===== src/pbis_pkg.sv =====
// constants and types shared by the peripheral interrupt synchronizer
package pbis_pkg;
  // register block placement and word offsets
  localparam logic [23:0] BLOCK_BASE = 24'h307f80;
  localparam logic [23:0] CFG_OFS = 24'h307f80;
  localparam logic [23:0] TEST_OFS = 24'h307f90;
  localparam logic [23:0] PEND_OFS = 24'h307fa0;
  // 128-byte block: upper address bits above bit 6 select it
  localparam int BLOCK_LSB = 7;
  localparam int WORD_LSB = 2;

  // configuration fields, as data-bus bit indices (big-endian bit 0 = 31)
  localparam int CFG_STOP_BIT = 31;
  localparam int CFG_MUX_HI = 30;
  localparam int CFG_MUX_LO = 29;
  localparam int CFG_HALF_SPEED_SELECT_BIT = 28;
  // byte lane that carries configuration bits 0 to 3
  localparam int CFG_LANE = 3;

  // reset values
  localparam logic CFG_STOP_RST = 1'b0;
  localparam logic [1:0] CFG_MUX_RST = 2'b00;
  localparam logic CFG_HALF_SPEED_SELECT_RST = 1'b1;
  localparam logic [31:0] TEST_RST = 32'h0000_0000;
  localparam logic [31:0] PEND_RST = 32'h0000_0000;
  localparam logic [7:0] GROUP_RST = 8'h00;

  // interrupt geometry
  localparam int NUM_LINES = 8;
  localparam int NUM_GROUPS = 4;
  localparam int NUM_LEVELS = 32;
  localparam int SUMMARY_LEVEL = 7;

  // bus answer state
  typedef enum logic [1:0] {
    PBIS_IDLE = 2'b01,
    PBIS_ANSWER = 2'b10
  } pbis_bus_state_t;
endpackage : pbis_pkg


===== src/pbis_seq_if.sv =====
// sequencing signals between the config block, sequencer and latches
`timescale 1ns/1ns
interface pbis_seq_if;
  logic stop;
  logic half_speed_select;
  logic [1:0] mux;
  logic tick;
  logic [1:0] grp;
  modport seq (input stop, input half_speed_select, input mux, output tick,
    output grp);
  modport lat (input tick, input grp, input mux);
endinterface : pbis_seq_if


===== src/pbis_seq.sv =====
// peripheral clock enable divider and group select sequencer
`timescale 1ns/1ns
module pbis_seq (
  input wire logic clk,
  input wire logic rst,
  pbis_seq_if.seq s
);
  logic half_r;
  logic half_nxt;
  logic tick_r;
  logic tick_nxt;
  logic [1:0] grp_r;
  logic [1:0] grp_nxt;

  // stop halts the ticks and clears the half-speed phase; half speed ticks every other cycle
  always_comb begin
    half_nxt = 1'b0;
    tick_nxt = 1'b0;
    grp_nxt = grp_r;
    if (!s.stop) begin
      half_nxt = s.half_speed_select ? ~half_r : 1'b0;
      tick_nxt = !s.half_speed_select || half_r;
    end
    // a smaller mode written mid-sequence snaps back to group 0
    if (grp_r > s.mux) begin
      grp_nxt = 2'b00;
    end else if (tick_r) begin
      grp_nxt = (grp_r == s.mux) ? 2'b00 : grp_r + 2'b01;
    end
  end

  // held at group 0 with no ticks while reset is high
  always_ff @(posedge clk) begin
    if (rst) begin
      half_r <= 1'b0;
      tick_r <= 1'b0;
      grp_r <= 2'b00;
    end else begin
      half_r <= half_nxt;
      tick_r <= tick_nxt;
      grp_r <= grp_nxt;
    end
  end

  assign s.tick = tick_r;
  assign s.grp = grp_r;
endmodule : pbis_seq


===== src/pbis_grp_latch.sv =====
// one eight-level group of the pending latch
`timescale 1ns/1ns
module pbis_grp_latch #(
  parameter logic [1:0] GROUP = 2'b00
) (
  input wire logic clk,
  input wire logic rst,
  pbis_seq_if.lat s,
  input wire logic [7:0] lines,
  output logic [7:0] lvl
);
  logic [7:0] lvl_r;
  logic [7:0] lvl_nxt;

  // sample only in this group's phase; groups beyond the mode stay 0
  always_comb begin
    lvl_nxt = lvl_r;
    if (GROUP > s.mux) begin
      lvl_nxt = pbis_pkg::GROUP_RST;
    end else if (s.tick && s.grp == GROUP) begin
      lvl_nxt = lines;
    end
  end

  always_ff @(posedge clk) begin
    if (rst) begin
      lvl_r <= pbis_pkg::GROUP_RST;
    end else begin
      lvl_r <= lvl_nxt;
    end
  end

  assign lvl = lvl_r;
endmodule : pbis_grp_latch


===== src/pbis_top.sv =====
// peripheral bus interrupt synchronizer with its register bank
`timescale 1ns/1ns
module pbis_top (
  input wire logic SYS_CLK,
  input wire logic RST,
  input wire logic REQ,
  input wire logic WR,
  input wire logic [23:0] ADDR,
  input wire logic [3:0] BE,
  input wire logic SUPV,
  input wire logic TEST_MODE,
  input wire logic [31:0] WDATA,
  input wire logic [7:0] IRQ_LINES,
  output logic [31:0] RDATA,
  output logic ACK,
  output logic DERR,
  output logic [1:0] GROUP_SEL,
  output logic PBUS_CLK_EN,
  output logic [31:0] LEVEL_REQ
);
  pbis_seq_if sif ();

  logic stop_r;
  logic stop_nxt;
  logic [1:0] mux_r;
  logic [1:0] mux_nxt;
  logic half_speed_select_r;
  logic half_speed_select_nxt;
  logic zero_seen_r;
  logic zero_seen_nxt;
  logic [31:0] test_r;
  logic [31:0] test_nxt;
  logic [31:0] rdata_r;
  logic [31:0] rdata_nxt;
  logic ack_r;
  logic ack_nxt;
  logic derr_r;
  logic derr_nxt;
  logic [31:0] lreq_r;
  logic [31:0] lreq_nxt;
  pbis_pkg::pbis_bus_state_t st_r;
  pbis_pkg::pbis_bus_state_t st_nxt;
  logic [31:0] levels;
  logic [31:0] pend_word;
  logic [31:0] cfg_word;
  logic [7:0] grp_lvl [pbis_pkg::NUM_GROUPS];
  logic in_block;
  logic cfg_hit;
  logic test_hit;
  logic pend_hit;
  logic cfg_lane;

  assign sif.stop = stop_r;
  assign sif.half_speed_select = half_speed_select_r;
  assign sif.mux = mux_r;

  pbis_seq u_seq (
    .clk(SYS_CLK),
    .rst(RST),
    .s(sif)
  );

  // one latch per eight-level group
  generate
    for (genvar g = 0; g < pbis_pkg::NUM_GROUPS; g++) begin : g_lat
      pbis_grp_latch #(.GROUP(2'(g))) u_lat (
        .clk(SYS_CLK),
        .rst(RST),
        .s(sif),
        .lines(IRQ_LINES),
        .lvl(grp_lvl[g])
      );
    end
  endgenerate

  // level vector indexed by level number, summary folded into level 7
  always_comb begin
    levels = '0;
    for (int g = 0; g < pbis_pkg::NUM_GROUPS; g++) begin
      levels[g*8 +: 8] = grp_lvl[g];
    end
    levels[pbis_pkg::SUMMARY_LEVEL] =
      |levels[pbis_pkg::NUM_LEVELS-1:pbis_pkg::SUMMARY_LEVEL];
  end

  // big-endian numbering: level n lands on data bit 31-n
  always_comb begin
    pend_word = '0;
    for (int n = 0; n < pbis_pkg::NUM_LEVELS; n++) begin
      pend_word[31-n] = levels[n];
    end
  end

  // config readback, unimplemented bits forced low
  always_comb begin
    cfg_word = '0;
    cfg_word[pbis_pkg::CFG_STOP_BIT] = stop_r;
    cfg_word[pbis_pkg::CFG_MUX_HI:pbis_pkg::CFG_MUX_LO] = mux_r;
    cfg_word[pbis_pkg::CFG_HALF_SPEED_SELECT_BIT] = half_speed_select_r;
  end

  // decode: privilege failures answer like a reserved word
  assign in_block = ADDR[23:pbis_pkg::BLOCK_LSB] ==
    pbis_pkg::BLOCK_BASE[23:pbis_pkg::BLOCK_LSB];
  assign cfg_hit = SUPV && ADDR[23:pbis_pkg::WORD_LSB] ==
    pbis_pkg::CFG_OFS[23:pbis_pkg::WORD_LSB];
  assign test_hit = SUPV && TEST_MODE && ADDR[23:pbis_pkg::WORD_LSB] ==
    pbis_pkg::TEST_OFS[23:pbis_pkg::WORD_LSB];
  assign pend_hit = SUPV && ADDR[23:pbis_pkg::WORD_LSB] ==
    pbis_pkg::PEND_OFS[23:pbis_pkg::WORD_LSB];
  assign cfg_lane = BE[pbis_pkg::CFG_LANE];

  // register bank and bus answer; accesses outside the block are not ours
  always_comb begin
    stop_nxt = stop_r;
    mux_nxt = mux_r;
    half_speed_select_nxt = half_speed_select_r;
    zero_seen_nxt = zero_seen_r;
    test_nxt = test_r;
    rdata_nxt = rdata_r;
    ack_nxt = 1'b0;
    derr_nxt = 1'b0;
    st_nxt = pbis_pkg::PBIS_IDLE;
    unique case (st_r)
      pbis_pkg::PBIS_IDLE: begin
        if (REQ && in_block) begin
          st_nxt = pbis_pkg::PBIS_ANSWER;
          ack_nxt = 1'b1;
          if (!(cfg_hit || test_hit || pend_hit)) begin
            derr_nxt = 1'b1;
          end else if (WR) begin
            if (cfg_hit && cfg_lane) begin
              stop_nxt = WDATA[pbis_pkg::CFG_STOP_BIT];
              mux_nxt = WDATA[pbis_pkg::CFG_MUX_HI:
                pbis_pkg::CFG_MUX_LO];
              if (!WDATA[pbis_pkg::CFG_HALF_SPEED_SELECT_BIT]) begin
                half_speed_select_nxt = 1'b0;
                zero_seen_nxt = 1'b1;
              end else if (!zero_seen_r) begin
                half_speed_select_nxt = 1'b1;
              end
            end
            if (test_hit) begin
              for (int b = 0; b < 4; b++) begin
                if (BE[b]) begin
                  test_nxt[b*8 +: 8] = WDATA[b*8 +: 8];
                end
              end
            end
            // a pending write is acknowledged and discarded
          end else begin
            // partial reads return the full word; lanes pick bytes
            if (cfg_hit) begin
              rdata_nxt = cfg_word;
            end else if (test_hit) begin
              rdata_nxt = test_r;
            end else begin
              rdata_nxt = pend_word;
            end
          end
        end
      end
      pbis_pkg::PBIS_ANSWER: begin
        // one idle cycle between answers keeps ACK a clean pulse
        st_nxt = pbis_pkg::PBIS_IDLE;
      end
      default: begin
        st_nxt = pbis_pkg::PBIS_IDLE;
      end
    endcase
  end

  // forwarded levels track pending every cycle
  always_comb begin
    lreq_nxt = levels;
  end

  always_ff @(posedge SYS_CLK) begin
    if (RST) begin
      stop_r <= pbis_pkg::CFG_STOP_RST;
      mux_r <= pbis_pkg::CFG_MUX_RST;
      half_speed_select_r <= pbis_pkg::CFG_HALF_SPEED_SELECT_RST;
      zero_seen_r <= 1'b0;
      test_r <= pbis_pkg::TEST_RST;
      rdata_r <= '0;
      ack_r <= 1'b0;
      derr_r <= 1'b0;
      lreq_r <= pbis_pkg::PEND_RST;
      st_r <= pbis_pkg::PBIS_IDLE;
    end else begin
      stop_r <= stop_nxt;
      mux_r <= mux_nxt;
      half_speed_select_r <= half_speed_select_nxt;
      zero_seen_r <= zero_seen_nxt;
      test_r <= test_nxt;
      rdata_r <= rdata_nxt;
      ack_r <= ack_nxt;
      derr_r <= derr_nxt;
      lreq_r <= lreq_nxt;
      st_r <= st_nxt;
    end
  end

  assign RDATA = rdata_r;
  assign ACK = ack_r;
  assign DERR = derr_r;
  assign LEVEL_REQ = lreq_r;
  assign GROUP_SEL = sif.grp; // flop inside the sequencer
  assign PBUS_CLK_EN = sif.tick; // flop inside the sequencer
endmodule : pbis_top


===== config.mk =====
export PLATFORM = sky130hd
export DESIGN_NAME = pbis_top
export DESIGN_NICKNAME = d
export VERILOG_FILES = /design/src/pbis_pkg.sv /design/src/pbis_seq_if.sv /design/src/pbis_seq.sv /design/src/pbis_grp_latch.sv /design/src/pbis_top.sv
export SDC_FILE = /design/constraint.sdc
export NUM_CORES = 1
export LEC_CHECK = 0
export BUFFER_PORTS_ARGS = -buffer_cell sky130_fd_sc_hd__buf_4
export CAP_MARGIN = 0
export CORE_MARGIN = 4
export CORE_UTILIZATION = 45
export DETAILED_ROUTE_END_ITERATION = 6
export GPL_ROUTABILITY_DRIVEN = 0
export PLACE_DENSITY_LB_ADDON = 0.1
export SYNTH_ARGS = -nofsm -noshare
export SYNTH_HDL_FRONTEND = slang
export SYNTH_SLANG_ARGS = --single-unit

===== constraint.sdc =====
create_clock -name SYS_CLK -period 2.25 [get_ports SYS_CLK]
set_clock_uncertainty 0.1 [all_clocks]
set_input_delay 0.45 -clock SYS_CLK [delete_from_list [all_inputs] [get_ports SYS_CLK]]
set_output_delay 0.45 -clock SYS_CLK [all_outputs]
set_load 0.01 [all_outputs]

==> flow_summary.yaml <==
routing:
  drc: 0
  via_count: 4451
  via_per_inst: 5.305
  drt_iter0_drc: 257
  firstDrtPassIters: 4
  routed_wl_um: 14230
  wire_per_inst_um: 16.95
  ant_nets: 0
cts:
  htreeDepth: 4
  ctsHoldBuffers: 0
  clock-sinks: 140
  clk_path_buf_depth: 2
  path_clk_slew_ns: 0.05
  post_cts_buffers: 0
  numCtsBuffers: 17
  cts_tree: "yes"
  cts-resized-gates: 0
  clock_latency_ns: 0.42
  cts_root_buf: "clkbuf_16"
min_path:
  whs_path_depth: 3
  holdPathEnd: "test_r[0]"
  hp-class: "in -> reg"
  hold_start: "WDATA[0]"
cells_and_area:
  stdcell_count: 839
  fillers: 948
  multi_input_comb_area_um2: 2429
  drive_gt1_share_pct: 30.89
  postLayoutCellArea_um2: 7422
  antenna_cells: 0
  syn2layout_area_growth_pct: 38.28
  final-seq-area_um2: 2803
  nNetsFinal: 765
placement:
  place_inst: 809
  dp_hpwl_um: 10300
  placed_area_um2: 6835
  io_buffers: 140
global_routing:
  grt_pass1_vias: 4482
  grt_start_max_net_pins: 38
  grt_usage_pct: 21.50
  grt_overflow_total: 0
  antenna_found_initial: 0
  grt_pass1_wl_um: 22490
synthesis:
  async_reset_ff_share_pct: 0
  synth_edf_count: 0
  seq_area_frac_synth_pct: 52.21
  yosys.area.top_type: "dfxtp_1"
  ys.warnings.count: 0
  syn_nets: 607
  yosysMostFrequentCell: "dfxtp_1"
  ys_seq_elements: 140
  synth_top_area_share_pct: 52.21
  synth_ff_type: "dfxtp_1"
  netlist_instances: 527
  synth_area_um2: 5368
  synth.area.top_cells: "dfxtp_1 52%, mux2i_1 12%, o2bb2ai_1 5.2%, nor2b_1 4.3%, nand3_1 3.8%"
  synth_cell_types: 45
  synth_area_per_cell_um2: 10.19
  synth_common_cells: "140 x dfxtp_1, 63 x mux2i_1, 41 x nand3_1"
timing:
  max_freq_mhz: 504.4
  worst_pin_slew_ns: 0.6154
  slew_viol_final: 0
  post-route-period-util_pct: 88.11
  tns_ns: 0
  whs_ns: 0.1650
  hold_viol_final: 0
  max-slew-margin-rel_pct: 58.89
  setup_viol: 0
  rsz0062_at_grt: "no"
  min_period_ns: 1.983
floorplanning:
  rows: 39
  initial_core_util_pct: 46.41
  dieArea_um2: 13740
  ios: 143
  die_w_um: 117.2
  coreArea_um2: 11560
  die_h_um: 117.2
critical_path:
  startpoint_type: "primary input"
  worstReg2RegStart: "ACK"
  critPathRequiredTime_ns: 2.45
  reg2reg_slack_ns: 0.49
  arrival_ns: 2.19
  endpoint_kind: "flip-flop"
  rr_worst_depth: 5
  worstPathMaxFanout: 18
  r2r-end: "mux_r[1]"
  critPathKind: "in -> reg"
power:
  p_per_area_nw_per_um2: 740.6
  irDropWorstVdd_mv: 0.4892
  power_mw: 5.497
  p_leak_nw: 3.138
job:
  drv_cap: 0
run_status:
  status: "completed"
## area by class of cell
type	count	area share, %
clock inverters	6	1.146
inverters	5	0.2529
clock buffers	24	6.760
repair buffers	169	18.95
well taps	143	2.411
multi-input cells	352	32.72
flip-flops and latches	140	37.76
## where the power goes
group	leakage [nW]	internal, mW	switching [mW]	total, mW
clock network	0.284	1.76	0.995	2.76
logic	1.73	0.127	0.114	0.242
registers	1.13	2.49	0.00759	2.50
total	3.14	4.38	1.12	5.50
## worst max-delay path, cell delays in order
cell and delay, ns:
buf_4 0.11, buf_4 0.12, nor4b_2 0.30, nand3_1 0.14
buf_4 0.17, or3_1 0.44, nand2_2 0.16, buf_12 0.17
o2bb2ai_1 0.10
## registers in the layout, summed over array words and instances, names as in the netlist
| register | flops |
|---|---|
| LEVEL_REQ | 32 |
| RDATA | 32 |
| g_lat.u_lat.lvl | 32 |
| test_r | 32 |
| mux_r | 2 |
| u_seq.s.grp | 2 |
| ACK | 1 |
| DERR | 1 |
| half_speed_select_r | 1 |
| sif.stop | 1 |
| st_r | 1 |
| u_seq.half_r | 1 |
| u_seq.s.tick | 1 |
| zero_seen_r | 1 |
## cells by family (layout without fill, tap and decap cells)
family,after synthesis,after routing,synth area share (%)
compound gates,84,84,10.75
simple gates,198,198,21.07
mux,64,64,11.96
flops,140,140,52.21
buf+inv,35,204,2.611
fa+ha+maj,6,6,1.399
## cells in the final DEF, fill, tap and decap left out, drive strengths merged
cell | Yosys | layout
nand3b | 2 | 2
nor3 | 5 | 5
nand3 | 42 | 42
o2bb2ai | 32 | 32
nand2b | 3 | 3
a41oi | 1 | 1
o21bai | 2 | 2
mux2 | 1 | 1
or3 | 2 | 2
or2 | 2 | 2
and4b | 1 | 1
buf | 11 | 169
or4 | 2 | 2
nor2b | 37 | 37
a2111oi | 3 | 3
clkinvlp | 0 | 2
ha | 6 | 6
o21ai | 7 | 7
dfxtp | 140 | 140
o21ba | 1 | 1
a21oi | 35 | 35
clkbuf | 19 | 24
a211o | 1 | 1
nand2 | 41 | 41
nor3b | 2 | 2
mux2i | 63 | 63
o211a | 1 | 1
bufinv | 0 | 2
nor2 | 40 | 40
nor4b | 2 | 2
inv | 5 | 5
a211oi | 1 | 1
nor4 | 10 | 10
clkinv | 0 | 2
and4 | 2 | 2
and3b | 2 | 2
nand4 | 2 | 2
or4b | 1 | 1
## how the worst max path moves through the flow
stage	start	end	slack, ns	cells after the start
6_report	ADDR[3]	RDATA[16]	0.27	9
5_1_grt	ADDR[3]	test_r[17]	0.18	9
4_1_cts	ADDR[3]	RDATA[16]	0.26	9
3_5_place_dp	ADDR[3]	mux_r[1]	-0.18	6
3_3_place_gp	ADDR[3]	test_r[18]	-0.15	9
2_1_floorplan	ADDR[3]	mux_r[0]	0.04	6
## metrics by stage
step	util, %	worst slack (ns)
after CTS	64.18	0.2613
after detailed placement	59.10	-0.1752
final	64.18	0.2674
after floorplan	-	0.03986
after global routing	64.18	0.1832
after global placement	59.10	-0.1481
## layer usage
layer,global-route usage (%),share of wire (%),up-vias
met5,0,0,-
met4,9.098,1.8,0
met3,5.244,4.8,18
met2,35.33,49,108
met1,26.96,44,2135
li1,-,-,2190
(Power assumes the default switching activity.)
